### src/wdt_pkg.sv
/*
 watchdog timer unit: register map, field positions, reset values and counts.
 assumes nothing; imported by every design file of the block.
*/
package wdt_pkg;
    localparam int WDT_ADDR_W = 18;
    localparam int WDT_DATA_W = 32;
    localparam int WDT_CNT_W = 15;
    localparam int WDT_PRE_W = 7;
    localparam int WDT_OPT_W = 8;

    // register byte addresses
    localparam logic [17:0] WDT_ADDR_CTRL = 18'h00000;
    localparam logic [17:0] WDT_ADDR_REFRESH = 18'h00004;
    localparam logic [17:0] WDT_ADDR_START = 18'h00008;
    localparam logic [17:0] WDT_ADDR_PROTECT = 18'h0000C;
    localparam logic [17:0] WDT_ADDR_PMODE = 18'h00010;
    localparam logic [17:0] WDT_ADDR_STATUS = 18'h00014;
    // option byte: printed offset is an index, byte address is four times it
    localparam logic [15:0] WDT_OPT_INDEX = 16'hFFFF;
    localparam logic [17:0] WDT_ADDR_OPT = {WDT_OPT_INDEX, 2'b00};

    // field positions
    localparam int WDT_PSEL_BIT = 7;
    localparam int WDT_PROT_BIT = 7;
    localparam int WDT_ACTION_BIT = 2;
    localparam int WDT_AUTO_BIT = 0;
    localparam int WDT_PROT_INIT_BIT = 7;
    localparam int WDT_RUN_BIT = 15;

    // counter values
    localparam logic [14:0] WDT_RELOAD = 15'h7FFF;
    localparam logic [14:0] WDT_PROT_LOAD = 15'h0FFF;
    localparam logic [14:0] WDT_CNT_ZERO = 15'h0000;
    localparam logic [14:0] WDT_CNT_ONE = 15'h0001;
    localparam logic [6:0] WDT_PRE_ZERO = 7'h00;
    localparam logic [6:0] WDT_PRE_ONE = 7'h01;
    localparam logic [6:0] WDT_PRE_LIM_16 = 7'h0F;
    localparam logic [6:0] WDT_PRE_LIM_128 = 7'h7F;

    // refresh sequence bytes
    localparam logic [7:0] WDT_REFRESH_FIRST = 8'h00;
    localparam logic [7:0] WDT_REFRESH_SECOND = 8'hFF;

    // clocks after reset release before the synced option byte is trusted
    localparam logic [1:0] WDT_SETTLE = 2'h3;

    localparam logic [1:0] WDT_RESP_OKAY = 2'h0;
    localparam logic [1:0] WDT_RESP_DECERR = 2'h3;
endpackage

### src/wdt_reg_if.sv
/*
 register access carrier between the bus slave and the watchdog core.
 assumes one clock domain; strobes are one-cycle pulses.
*/
`timescale 1ns/100ps
interface wdt_reg_if;
    import wdt_pkg::*;
    logic wr_stb;
    logic [WDT_ADDR_W-1:0] wr_addr;
    logic [WDT_DATA_W-1:0] wr_data;
    logic [3:0] wr_strb;
    logic wr_hit;
    logic rd_stb;
    logic [WDT_ADDR_W-1:0] rd_addr;
    logic [WDT_DATA_W-1:0] rd_data;
    logic rd_hit;
    modport bus (output wr_stb, output wr_addr, output wr_data, output wr_strb,
        output rd_stb, output rd_addr, input wr_hit, input rd_data, input rd_hit);
    modport regs (input wr_stb, input wr_addr, input wr_data, input wr_strb,
        input rd_stb, input rd_addr, output wr_hit, output rd_data, output rd_hit);
endinterface

### src/wdt_top.sv
/*
 watchdog timer unit: 15-bit down-counter behind a 16/128 prescaler, refresh,
 start, source protection and underflow action, registers over axi4-lite.
 assumes stop_mode and wait_mode come from logic on ref_clk; the low-speed
 oscillator clock and the option byte are pins and are synchronised here.
*/
`timescale 1ns/100ps
// How it works
// - counter is 15 bits and steps down by one per prescaled tick, or per low-speed edge when protected
// - unprotected counts on the cpu clock, protected on the low-speed oscillator
// - counter reloads on reset, underflow, and a 00h then FFh refresh
// - auto-start bit 1: counter and prescaler wait for a start register write
// - auto-start bit 0: counting begins by itself once reset ends
// - unprotected: stop and wait modes freeze the count, resuming from it
// - unprotected with action bit 0: underflow raises an interrupt request
// - action bit 1: underflow issues a watchdog reset, not an interrupt
// - unprotected timeout is prescaler ratio times 32768 cpu clocks
// - prescaler divides by 16 or 128 chosen by one control bit
// - protected: counting goes on through wait mode once started
// - enabling protection loads 0FFFh, forces oscillator on, selects reset
// - software cannot change the auto-start option bit
module wdt_top
    import wdt_pkg::*;
(
    input wire logic ref_clk,
    input wire logic rst,
    input wire logic [WDT_ADDR_W-1:0] s_axi_awaddr,
    input wire logic s_axi_awvalid,
    output logic s_axi_awready,
    input wire logic [WDT_DATA_W-1:0] s_axi_wdata,
    input wire logic [3:0] s_axi_wstrb,
    input wire logic s_axi_wvalid,
    output logic s_axi_wready,
    output logic [1:0] s_axi_bresp,
    output logic s_axi_bvalid,
    input wire logic s_axi_bready,
    input wire logic [WDT_ADDR_W-1:0] s_axi_araddr,
    input wire logic s_axi_arvalid,
    output logic s_axi_arready,
    output logic [WDT_DATA_W-1:0] s_axi_rdata,
    output logic [1:0] s_axi_rresp,
    output logic s_axi_rvalid,
    input wire logic s_axi_rready,
    input wire logic low_speed_osc_clk,
    input wire logic [WDT_OPT_W-1:0] option_byte,
    input wire logic stop_mode,
    input wire logic wait_mode,
    output logic wdt_irq,
    output logic wdt_reset_req,
    output logic low_speed_osc_force_on
);
    wdt_reg_if rif ();

    logic [WDT_OPT_W:0] pins_sync;
    logic ls_level, ls_prev, next_ls_prev, ls_tick;
    logic [1:0] settle, next_settle;
    logic done, next_done;
    logic [WDT_OPT_W-1:0] opt, next_opt;
    logic [WDT_CNT_W-1:0] cnt, next_cnt;
    logic [WDT_PRE_W-1:0] pre, next_pre;
    logic psel, next_psel;
    logic action, next_action;
    logic prot, next_prot, prot_d, next_prot_d, prot_rise;
    logic armed, next_armed;
    logic started, next_started;
    logic next_irq, next_reset_req;
    logic running, frozen, pre_tick, tick, refresh, underflow;

    function automatic logic wr_to(input logic [WDT_ADDR_W-1:0] a);
        return rif.wr_stb && (rif.wr_addr == a) && rif.wr_strb[0];
    endfunction

    wdt_sync2 #(.W(WDT_OPT_W + 1)) u_sync (
        .ref_clk(ref_clk),
        .rst(rst),
        .d({low_speed_osc_clk, option_byte}),
        .q(pins_sync)
    );

    wdt_axil_slave u_bus (
        .ref_clk(ref_clk),
        .rst(rst),
        .s_axi_awaddr(s_axi_awaddr),
        .s_axi_awvalid(s_axi_awvalid),
        .s_axi_awready(s_axi_awready),
        .s_axi_wdata(s_axi_wdata),
        .s_axi_wstrb(s_axi_wstrb),
        .s_axi_wvalid(s_axi_wvalid),
        .s_axi_wready(s_axi_wready),
        .s_axi_bresp(s_axi_bresp),
        .s_axi_bvalid(s_axi_bvalid),
        .s_axi_bready(s_axi_bready),
        .s_axi_araddr(s_axi_araddr),
        .s_axi_arvalid(s_axi_arvalid),
        .s_axi_arready(s_axi_arready),
        .s_axi_rdata(s_axi_rdata),
        .s_axi_rresp(s_axi_rresp),
        .s_axi_rvalid(s_axi_rvalid),
        .s_axi_rready(s_axi_rready),
        .rif(rif.bus)
    );

    assign ls_level = pins_sync[WDT_OPT_W];
    assign ls_tick = ls_level && !ls_prev;
    assign prot_rise = prot && !prot_d;
    // auto-start bit 1 waits for a start write
    assign running = done && (!opt[WDT_AUTO_BIT] || started);
    // stop and wait freeze only while unprotected
    assign frozen = !prot && (stop_mode || wait_mode);
    // ratio 16 or 128 from the select bit
    assign pre_tick = (pre >= (psel ? WDT_PRE_LIM_128 : WDT_PRE_LIM_16));
    // cpu clock through prescaler, or raw low-speed edges when protected
    assign tick = running && !frozen && (prot ? ls_tick : pre_tick);
    // refresh needs an armed 00h first
    assign refresh = rif.wr_stb && rif.wr_strb[0] && (rif.wr_addr == WDT_ADDR_REFRESH)
        && armed && (rif.wr_data[7:0] == WDT_REFRESH_SECOND);
    assign underflow = tick && (cnt == WDT_CNT_ZERO) && !refresh && !prot_rise;

    // register read mux and decode
    always_comb
    begin
        rif.rd_data = '0;
        rif.rd_hit = 1'b1;
        unique case (rif.rd_addr)
            WDT_ADDR_CTRL: rif.rd_data[WDT_PSEL_BIT] = psel;
            WDT_ADDR_REFRESH: rif.rd_data = '0;
            WDT_ADDR_START: rif.rd_data = '0;
            WDT_ADDR_PROTECT: rif.rd_data[WDT_PROT_BIT] = prot;
            WDT_ADDR_PMODE: rif.rd_data[WDT_ACTION_BIT] = action;
            WDT_ADDR_STATUS: rif.rd_data[WDT_RUN_BIT:0] = {running, cnt};
            WDT_ADDR_OPT: rif.rd_data[WDT_OPT_W-1:0] = opt;
            default: rif.rd_hit = 1'b0;
        endcase
    end

    always_comb
    begin
        unique case (rif.wr_addr)
            WDT_ADDR_CTRL, WDT_ADDR_REFRESH, WDT_ADDR_START, WDT_ADDR_PROTECT,
            WDT_ADDR_PMODE, WDT_ADDR_STATUS, WDT_ADDR_OPT: rif.wr_hit = 1'b1;
            default: rif.wr_hit = 1'b0;
        endcase
    end

    // next state of the timer
    always_comb
    begin
        next_ls_prev = ls_level;
        next_settle = settle;
        next_done = done;
        next_opt = opt;
        next_cnt = cnt;
        next_pre = pre;
        next_psel = psel;
        next_action = action;
        next_prot = prot;
        next_prot_d = prot;
        next_armed = armed;
        next_started = started;
        next_irq = 1'b0;
        next_reset_req = 1'b0;
        // option byte caught once after reset, never written by software
        if (!done)
        begin
            if (settle == WDT_SETTLE)
            begin
                next_done = 1'b1;
                next_opt = pins_sync[WDT_OPT_W-1:0];
                next_prot = !pins_sync[WDT_PROT_INIT_BIT];
            end
            else
            begin
                next_settle = settle + 2'h1;
            end
        end
        if (wr_to(WDT_ADDR_CTRL))
        begin
            next_psel = rif.wr_data[WDT_PSEL_BIT];
        end
        if (wr_to(WDT_ADDR_PMODE) && !prot)
        begin
            next_action = rif.wr_data[WDT_ACTION_BIT];
        end
        if (wr_to(WDT_ADDR_PROTECT) && rif.wr_data[WDT_PROT_BIT])
        begin
            next_prot = 1'b1;
        end
        if (wr_to(WDT_ADDR_START) && done)
        begin
            next_started = 1'b1;
        end
        if (wr_to(WDT_ADDR_REFRESH))
        begin
            next_armed = (rif.wr_data[7:0] == WDT_REFRESH_FIRST);
        end
        // prescaler runs only while the counter does
        if (running && !frozen && !prot)
        begin
            next_pre = pre_tick ? WDT_PRE_ZERO : pre + WDT_PRE_ONE;
        end
        if (prot_rise)
        begin
            next_cnt = WDT_PROT_LOAD;
            next_action = 1'b1;
        end
        else if (refresh)
        begin
            next_cnt = WDT_RELOAD;
        end
        else if (underflow)
        begin
            next_cnt = WDT_RELOAD;
            next_irq = !action;
            next_reset_req = action;
        end
        else if (tick)
        begin
            next_cnt = cnt - WDT_CNT_ONE;
        end
    end

    always_ff @(posedge ref_clk or posedge rst)
    begin
        if (rst)
        begin
            ls_prev <= 1'b0;
            settle <= 2'h0;
            done <= 1'b0;
            opt <= '0;
            cnt <= WDT_RELOAD;
            pre <= WDT_PRE_ZERO;
            psel <= 1'b0;
            action <= 1'b0;
            prot <= 1'b0;
            prot_d <= 1'b0;
            armed <= 1'b0;
            started <= 1'b0;
            wdt_irq <= 1'b0;
            wdt_reset_req <= 1'b0;
        end
        else
        begin
            ls_prev <= next_ls_prev;
            settle <= next_settle;
            done <= next_done;
            opt <= next_opt;
            cnt <= next_cnt;
            pre <= next_pre;
            psel <= next_psel;
            action <= next_action;
            prot <= next_prot;
            prot_d <= next_prot_d;
            armed <= next_armed;
            started <= next_started;
            wdt_irq <= next_irq;
            wdt_reset_req <= next_reset_req;
        end
    end

    assign low_speed_osc_force_on = prot_d;
endmodule

### src/wdt_sync2.sv
/*
 two flip-flop synchroniser for a group of pin levels.
 assumes inputs are asynchronous levels; only q is read downstream.
*/
`timescale 1ns/100ps
module wdt_sync2
    import wdt_pkg::*;
#(
    parameter int W = 1
)
(
    input wire logic ref_clk,
    input wire logic rst,
    input wire logic [W-1:0] d,
    output logic [W-1:0] q
);
    logic [W-1:0] meta;
    logic [W-1:0] next_meta;
    logic [W-1:0] next_q;

    if (W < 1)
    begin : g_check
        $error("wdt_sync2: W must be at least 1");
    end

    always_comb
    begin
        next_meta = d;
        next_q = meta;
    end

    always_ff @(posedge ref_clk or posedge rst)
    begin
        if (rst)
        begin
            meta <= '0;
            q <= '0;
        end
        else
        begin
            meta <= next_meta;
            q <= next_q;
        end
    end
endmodule

### src/wdt_axil_slave.sv
/*
 axi4-lite slave: takes write address and data in either order, one write and
 one read under way at a time. assumes the register side answers combinationally.
*/
`timescale 1ns/100ps
module wdt_axil_slave
    import wdt_pkg::*;
(
    input wire logic ref_clk,
    input wire logic rst,
    input wire logic [WDT_ADDR_W-1:0] s_axi_awaddr,
    input wire logic s_axi_awvalid,
    output logic s_axi_awready,
    input wire logic [WDT_DATA_W-1:0] s_axi_wdata,
    input wire logic [3:0] s_axi_wstrb,
    input wire logic s_axi_wvalid,
    output logic s_axi_wready,
    output logic [1:0] s_axi_bresp,
    output logic s_axi_bvalid,
    input wire logic s_axi_bready,
    input wire logic [WDT_ADDR_W-1:0] s_axi_araddr,
    input wire logic s_axi_arvalid,
    output logic s_axi_arready,
    output logic [WDT_DATA_W-1:0] s_axi_rdata,
    output logic [1:0] s_axi_rresp,
    output logic s_axi_rvalid,
    input wire logic s_axi_rready,
    wdt_reg_if.bus rif
);
    logic aw_full, next_aw_full, w_full, next_w_full;
    logic [WDT_ADDR_W-1:0] aw_addr, next_aw_addr;
    logic [WDT_DATA_W-1:0] w_data, next_w_data;
    logic [3:0] w_strb, next_w_strb;
    logic next_bvalid, next_rvalid;
    logic [1:0] next_bresp, next_rresp;
    logic [WDT_DATA_W-1:0] next_rdata;

    assign s_axi_awready = !aw_full && !s_axi_bvalid;
    assign s_axi_wready = !w_full && !s_axi_bvalid;
    assign s_axi_arready = !s_axi_rvalid;
    assign rif.wr_stb = aw_full && w_full && !s_axi_bvalid;
    assign rif.wr_addr = aw_addr;
    assign rif.wr_data = w_data;
    assign rif.wr_strb = w_strb;
    assign rif.rd_stb = s_axi_arvalid && s_axi_arready;
    assign rif.rd_addr = s_axi_araddr;

    always_comb
    begin
        next_aw_full = aw_full;
        next_aw_addr = aw_addr;
        next_w_full = w_full;
        next_w_data = w_data;
        next_w_strb = w_strb;
        next_bvalid = s_axi_bvalid;
        next_bresp = s_axi_bresp;
        next_rvalid = s_axi_rvalid;
        next_rresp = s_axi_rresp;
        next_rdata = s_axi_rdata;
        if (s_axi_awvalid && s_axi_awready)
        begin
            next_aw_full = 1'b1;
            next_aw_addr = s_axi_awaddr;
        end
        if (s_axi_wvalid && s_axi_wready)
        begin
            next_w_full = 1'b1;
            next_w_data = s_axi_wdata;
            next_w_strb = s_axi_wstrb;
        end
        if (rif.wr_stb)
        begin
            next_aw_full = 1'b0;
            next_w_full = 1'b0;
            next_bvalid = 1'b1;
            next_bresp = rif.wr_hit ? WDT_RESP_OKAY : WDT_RESP_DECERR;
        end
        else if (s_axi_bvalid && s_axi_bready)
        begin
            next_bvalid = 1'b0;
        end
        if (rif.rd_stb)
        begin
            next_rvalid = 1'b1;
            next_rdata = rif.rd_hit ? rif.rd_data : '0;
            next_rresp = rif.rd_hit ? WDT_RESP_OKAY : WDT_RESP_DECERR;
        end
        else if (s_axi_rvalid && s_axi_rready)
        begin
            next_rvalid = 1'b0;
        end
    end

    always_ff @(posedge ref_clk or posedge rst)
    begin
        if (rst)
        begin
            aw_full <= 1'b0;
            aw_addr <= '0;
            w_full <= 1'b0;
            w_data <= '0;
            w_strb <= '0;
            s_axi_bvalid <= 1'b0;
            s_axi_bresp <= WDT_RESP_OKAY;
            s_axi_rvalid <= 1'b0;
            s_axi_rresp <= WDT_RESP_OKAY;
            s_axi_rdata <= '0;
        end
        else
        begin
            aw_full <= next_aw_full;
            aw_addr <= next_aw_addr;
            w_full <= next_w_full;
            w_data <= next_w_data;
            w_strb <= next_w_strb;
            s_axi_bvalid <= next_bvalid;
            s_axi_bresp <= next_bresp;
            s_axi_rvalid <= next_rvalid;
            s_axi_rresp <= next_rresp;
            s_axi_rdata <= next_rdata;
        end
    end
endmodule

### config.mk
export PLATFORM = sky130hd
export DESIGN_NAME = wdt_top
export DESIGN_NICKNAME = d
export VERILOG_FILES = /design/src/wdt_pkg.sv /design/src/wdt_reg_if.sv /design/src/wdt_top.sv /design/src/wdt_sync2.sv /design/src/wdt_axil_slave.sv
export SDC_FILE = /design/constraint.sdc
export NUM_CORES = 1
export LEC_CHECK = 0
export BUFFER_PORTS_ARGS = -buffer_cell sky130_fd_sc_hd__buf_2
export CAP_MARGIN = 20
export CORE_UTILIZATION = 40
export CTS_CLUSTER_SIZE = 25
export DETAILED_ROUTE_END_ITERATION = 7
export PLACE_DENSITY = 0.61
export REMOVE_ABC_BUFFERS = 1
export SLEW_MARGIN = 20
export SYNTH_ARGS = -nofsm -noshare
export SYNTH_HDL_FRONTEND = slang
export SYNTH_SLANG_ARGS = --single-unit
### constraint.sdc
create_clock -name ref_clk -period 3.9 [get_ports ref_clk]
set_clock_uncertainty 0.15 [all_clocks]
set_input_delay 0.195 -clock ref_clk [delete_from_list [all_inputs] [get_ports ref_clk]]
set_output_delay 0.195 -clock ref_clk [all_outputs]
set_load 0.01 [all_outputs]
==> results.cfg, run 1 <==
[synthesis]
synth_compound_area_share_pct = 11.4
ys_top_cells_by_area = dfrtp_1, mux2_2, dfstp_2, nand2_1, o21ai_0
ys.flop_type = dfrtp_1
synth.distinct_cells = 56
netlist.area_leader.share_pct = 45.8
synthAdderAreaFrac_pct = 1.71
synth_edf_count = 0
synth_top_family_by_area = simple AND/OR/NAND/NOR gates
synth-async-reset-ratio_pct = 100
synth_xor_area_share_pct = 0.171
syn_inst = 476
synth_mux_area_share_pct = 8.68
ys_ff_latch = 109
synthSimpleGateAreaFrac_pct = 19.2
synth-seq-area-share_pct = 53.5
yosysWarningCount = 0
yosysTopAreaCell = dfrtp_1
syn_area_per_cell_um2 = 10.8
netlist_area_um2 = 5130

[layout]
final_common_cell = dfrtp_1
multi_input_area_um2 = 2170
area_growth_pct = 23.5
fin_area_um2 = 6340
regArea_um2 = 2750
utilization_pct = 50.4
antenna_cells = 0
fill_cells = 1143
final_cells = 774
drive_above_1_share_pct = 28.6
layout_common_cells = dfrtp_1, buf_2, nand2_1
final_nets = 694

[place]
gp_congestion = 0.781
dp_cells = 719
dpl_cell_area_um2 = 5660
port_buffers = 90
hpwlAfterDp_mm = 7.84

[hold_path]
min_to = u_bus.aw_full$_DFFE_PP0P_
hold_class = input pin to flip-flop
hold_start = s_axi_awvalid
whs_path_depth = 3

[sta]
hold_viol_final = 0
finalSetupTns_ns = 0
rsz0062_at_grt = false
relSlewSlack_pct = 36.1
worst_pin_slew_ns = 0.954
setup_viol = 0
fin_crit_sh_pct = 71.9
maxSlewViolCount = 0
finalCriticalPeriod_ns = 2.81
fmax_mhz = 356

[setup_path]
r2r_start = psel$_DFFE_PP0P_
critical_path_arrival_ns = 2.92
crit_path_start_kind = flip-flop
ff2ff_setup_slack_ns = 1.09
cp_max_fo = 20
r2r_end = cnt[13]$_DFFE_PP1P_
worstSetupPathType = flip-flop to flip-flop
reg2reg_depth = 7
critPathRequiredTime_ns = 4.01
crit_path_end_kind = flip-flop

[global_route]
grt_pass1_vias = 3854
grt_pass1_wl_mm = 19.0
antenna_found_initial = 0
grt-ovfl-total = 0
grt_usage_pct = 18.6
grt_max_degree = 88

[clock_tree]
cts_buffers = 9
cts_tree = done
clock_latency_ns = 0.35
root_buffer = clkbuf_16
cts.sinks = 109
htreeDepth = 3
cts-resized-gates = 0
cts_hold_repair.buffers = 39
clk_pin_slew_ns = 0.07
postCtsSetupBuffers = 0
clock_path_buffers = 2

[floorplan]
io_pins = 134
fp.dieW_um = 115
fp.dieH_um = 115
core_um2 = 12600
rows = 41
initial_core_util_pct = 40.8
die_area_um2 = 13300

[route]
wl_per_cell_um = 14.8
drt_wl_total_mm = 11.5
drt-initial-drc-count = 185
avgViaCountPerCell = 5.26
ant_nets = 0
vias = 4073
drt_first_pass_iters = 4
drcViolationCount = 0

[status]
status = complete, no violations

[job]
cap_viol_max_count = 0

[power]
vdd_ir_drop_max_mv = 0.324
p_per_area_nw_per_um2 = 475
power.leakage_nw = 2.83
finalPower_mw = 3.01
through the flow:
| stage | hold slack [ns] | setup slack [ns] |
|---|---|---|
| after floorplan | 0.0764 | 0.706 |
| after global placement | 0.154 | 1.26 |
| after detailed placement | 0.154 | 1.12 |
| after CTS | 0.0695 | 1.10 |
| after global routing | 0.127 | 0.906 |
| final | 0.0863 | 1.09 |
power by group:
group | switching, mW | leakage (nW) | internal [mW]
sequential | 0.205 | 1.29 | 1.35
clock | 0.416 | 0.137 | 0.458
combinational | 0.268 | 1.41 | 0.319
total | 0.889 | 2.83 | 2.13
Yosys cell counts, types with 2 or more instances:
library cell / instances
a2111oi_0: 7
a211oi_1: 6
a21o_1: 2
a21oi_1: 8
a221oi_1: 7
a221oi_2: 2
a31oi_1: 10
and3_1: 6
and4_1: 3
buf_2: 4
buf_4: 19
clkbuf_1: 12
dfrtp_1: 94
dfstp_2: 15
ha_1: 7
inv_1: 16
mux2_2: 36
mux2i_1: 4
nand2_1: 41
nand2b_1: 3
nand3_1: 23
nand4_1: 15
nor2_1: 35
nor2b_1: 8
nor3_1: 12
nor3b_1: 2
nor4_1: 10
nor4b_1: 2
o211ai_1: 2
o21ai_0: 30
o21ai_1: 3
o21bai_1: 2
o31ai_1: 5
or3_1: 3
worst max-delay path, stage by stage, from the launching register on:
cell and delay [ns]:
dfrtp_1 0.38, inv_1 0.15, ha_1 0.29, a21oi_1 0.18, and2_0 0.31, nand3_1 0.62
and3_1 0.40, a221oi_2 0.25
cell families after synthesis:
kind of cell	count (synthesis)
AOI/OAI and AO/OA	88
buffers and inverters	52
DFF	109
other	1
adders and majority gates	7
and+or+nand+nor	178
xor gates and xnor gates	1
muxes	40
registers in the layout, summed over array words and instances (netlist names), 2 cells and up:
| register | count |
|---|---|
| cnt | 15 |
| opt | 8 |
| pre | 7 |
| settle | 2 |
| u_bus.rif.wr_addr | 18 |
| u_bus.rif.wr_data | 8 |
| u_bus.s_axi_rdata | 16 |
| u_sync.meta | 9 |
| u_sync.q | 9 |
area by class of cell:
cell class	count	share of cell area, %
sequential	109	43.3
multi-input combinational	330	34.3
timing repair buffer	131	13.5
clock buffer	11	3.83
tap	172	3.39
inverter	16	1.03
clock inverter	5	0.671
metal layers:
metal / vias up / part of all wire, % / track usage (%)
li1: 1957 / - / -
met1: 1982 / 47 / 26.0
met2: 119 / 46 / 28.8
met3: 15 / 4.9 / 3.53
met4: 0 / 1.8 / 7.10
met5: - / 0 / 0
worst max path at each step:
stage | start | end | cells after the start
2_1_floorplan | rst | action$_DFFE_PP0P_ | 1
3_3_place_gp | psel$_DFFE_PP0P_ | cnt[12]$_DFFE_PP1P_ | 7
3_5_place_dp | psel$_DFFE_PP0P_ | cnt[13]$_DFFE_PP1P_ | 7
4_1_cts | psel$_DFFE_PP0P_ | cnt[13]$_DFFE_PP1P_ | 7
5_1_grt | psel$_DFFE_PP0P_ | cnt[13]$_DFFE_PP1P_ | 7
6_report | psel$_DFFE_PP0P_ | cnt[13]$_DFFE_PP1P_ | 7
Note: power is estimated with default switching activity, not from simulation.
==> run 2: changes to the inputs <==
--- a/config.mk
+++ b/config.mk
@@ -5,12 +5,13 @@
 export SDC_FILE = /design/constraint.sdc
 export NUM_CORES = 1
 export LEC_CHECK = 0
+export ABC_AREA = 1
 export BUFFER_PORTS_ARGS = -buffer_cell sky130_fd_sc_hd__buf_2
 export CAP_MARGIN = 20
 export CORE_UTILIZATION = 40
 export CTS_CLUSTER_SIZE = 25
 export DETAILED_ROUTE_END_ITERATION = 7
-export PLACE_DENSITY = 0.61
+export PLACE_DENSITY = 0.63
 export REMOVE_ABC_BUFFERS = 1
 export SLEW_MARGIN = 20
 export SYNTH_ARGS = -nofsm -noshare
==> constraint.sdc (replaced) <==
create_clock -name ref_clk -period 2.5 [get_ports ref_clk]
set_clock_uncertainty 0.15 [all_clocks]
set_input_delay 0.125 -clock ref_clk [delete_from_list [all_inputs] [get_ports ref_clk]]
set_output_delay 0.125 -clock ref_clk [all_outputs]
set_load 0.01 [all_outputs]
==> run 2 against run 1 <==
- final cell count grew 19%
- largest cell class unchanged
- utilization grew 1.3 points
- final area grew 4.7%
- flip-flop and latch count is the same
- sequential power grew 55%
- critical path depth grew 4
- power grew 62%
- critical path type unchanged
- count of clock-buffer cells in the layout is the same
- via count grew 8.7%
==> results.cfg, run 2 <==
[clock_tree]
cts.sinks = 109
clock_path_buffers = 2
clock_latency_ns = 0.35
cts_hold_repair.buffers = 39
root_buffer = clkbuf_16
cts-resized-gates = 0
cts_tree = done
htreeDepth = 3
postCtsSetupBuffers = 0
cts_buffers = 9
clk_pin_slew_ns = 0.07

[hold_path]
hold_class = input pin to flip-flop

[setup_path]
crit_end = cnt[2]$_DFFE_PP1P_
cp_max_fo = 19
crit_path_end_kind = flip-flop
crit_path_start_kind = flip-flop
setup.worst_path.start = psel$_DFFE_PP0P_
worstSetupPathType = flip-flop to flip-flop
ff2ff_setup_slack_ns = 0.34
critical_path_arrival_ns = 2.30
r2r_end = cnt[2]$_DFFE_PP1P_
reg2reg_depth = 11
critPathRequiredTime_ns = 2.64
r2r_start = psel$_DFFE_PP0P_

[global_route]
antenna_found_initial = 0
grt-ovfl-total = 0
grt_usage_pct = 18.2
grt_pass1_wl_mm = 20.3
grt_pass1_vias = 4325
grt_max_degree = 47

[layout]
final_cells = 922
utilization_pct = 51.7
multi_input_area_um2 = 2220
final_nets = 842
fill_cells = 1223
drive_above_1_share_pct = 23.5
regArea_um2 = 2750
final_common_cell = nand2_1
largest_reg_flops = 18
layout_common_cells = nand2_1, dfrtp_1, buf_2
antenna_cells = 0
area_growth_pct = 23.8

[sta]
finalSetupTns_ns = 0
finalCriticalPeriod_ns = 2.16
fmax_mhz = 463
fin_crit_sh_pct = 86.4
setup_viol = 0
rsz0062_at_grt = false
timing.hold.ws_ns = 0.0547
worst_pin_slew_ns = 0.823
relSlewSlack_pct = 45.0
maxSlewViolCount = 0
hold_viol_final = 0

[route]
drt_first_pass_iters = 4
ant_nets = 0
drt-initial-drc-count = 193
drcViolationCount = 0
avgViaCountPerCell = 4.80
wl_per_cell_um = 12.8
drt_wl_total_mm = 11.8
vias = 4426

[synthesis]
netlist.area_leader.share_pct = 43.9
yosysTopAreaCell = dfrtp_1
synth.distinct_cells = 41
yosys-top-cells-count = nand2_1, dfrtp_1, inv_1, nor2_1, nand3_1
yosysWarningCount = 0
netlist_area_um2 = 5360
synth_edf_count = 0
ys_ff_latch = 109
synth-seq-area-share_pct = 51.2
synth.most_common_cell = nand2_1
synth-async-reset-ratio_pct = 100
ys.flop_type = dfrtp_1
ys_top_cells_by_area = dfrtp_1, nand2_1, dfstp_2, inv_1, nor2_1
syn_inst = 610
syn_area_per_cell_um2 = 8.79

[floorplan]
die_area_um2 = 13900
initial_core_util_pct = 41.8
fp.dieH_um = 118
core_um2 = 12800
io_pins = 134
rows = 41
fp.dieW_um = 118

[place]
hpwlAfterDp_mm = 8.68
dp_cells = 867
port_buffers = 90
gp_congestion = 0.876

[power]
finalPower_mw = 4.88
power.leakage_nw = 3.29
p_per_area_nw_per_um2 = 735
vdd_ir_drop_max_mv = 0.637

[status]
status = complete, no violations

[job]
cap_viol_max_count = 0
run 2: cell types whose count changed after synthesis, moves of 7 or more:
cell       delta
a31oi_1       -8
nor2_1       +26
mux2_2       -16
a221oi_1      -7
nand2_1     +108
clkbuf_1      -7
nor2b_1       -8
inv_1        +51
a2111oi_0     -7
nand3_1      +15
run 2: stage by stage:
| stage | worst slack [ns] | cell area, µm² |
|---|---|---|
| detailed placement | 0.362 | 5960 |
| global route | 0.0835 | 6640 |
| finish | 0.340 | 6640 |
| floorplan | -0.624 | 5240 |
| global placement | 0.409 | 5960 |
| CTS | 0.331 | 6640 |
run 2: power breakdown:
part	leakage (nW)	internal, mW	total, mW	switching [mW]
logic	1.86	0.497	1.09	0.596
registers	1.30	2.12	2.41	0.291
clock network	0.140	0.718	1.38	0.659
run 2: layout make-up:
cell class                 count  share of cell area [%]
sequential                   109                    41.4
multi-input combinational    417                    33.5
timing repair buffer         136                    13.5
inverter                      72                    4.13
clock buffer                  11                    3.66
tap                          172                    3.24
clock inverter                 5                   0.660
run 2: worst min path at each step:
| stage | from | cells after the start | to |
|---|---|---|---|
| after floorplan | option_byte[0] | 0 | u_sync.meta[0]$_DFF_PP0_ |
| final | stop_mode | 5 | pre[1]$_DFFE_PP0P_ |
| after global placement | rst | 2 | u_sync.meta[6]$_DFF_PP0_ |
| after global routing | stop_mode | 5 | pre[1]$_DFFE_PP0P_ |
| after detailed placement | option_byte[6] | 1 | u_sync.meta[6]$_DFF_PP0_ |
| after CTS | stop_mode | 5 | pre[1]$_DFFE_PP0P_ |
run 2: logic make-up (layout without fill, tap and decap cells):
group / Yosys count / count (layout) / share of synthesized area, %
simple gates: 307 / 307 / 26.8
other cells: 1 / 16 / 0.0699
buf+inv: 99 / 224 / 8.42
mux: 20 / 20 / 4.20
fa+ha+maj: 7 / 7 / 1.63
compound gates: 58 / 58 / 6.23
xor+xnor: 9 / 9 / 1.47
flops: 109 / 109 / 51.2
run 2: worst max-delay path: stages, from the launching register on:
cell and delay (ns):
dfrtp_1 0.43, inv_1 0.10, ha_1 0.30, nand2_1 0.09, nor2_1 0.04, nor2_1 0.18
nand3_1 0.13, nand3_2 0.12, nand3_4 0.20, inv_1 0.21, nand2_1 0.07, nand2_1 0.07
run 2: routing by layer:
layer | part of all wire, % | GRT usage (%) | vias to the layer above | routed length (µm)
met2 | 47 | 30.0 | 122 | 5560
met4 | 0.65 | 4.25 | 0 | 77
met1 | 47 | 23.6 | 2082 | 5510
met5 | 0 | 0 | - | 0
li1 | - | - | 2217 | -
met3 | 5.3 | 4.99 | 5 | 623
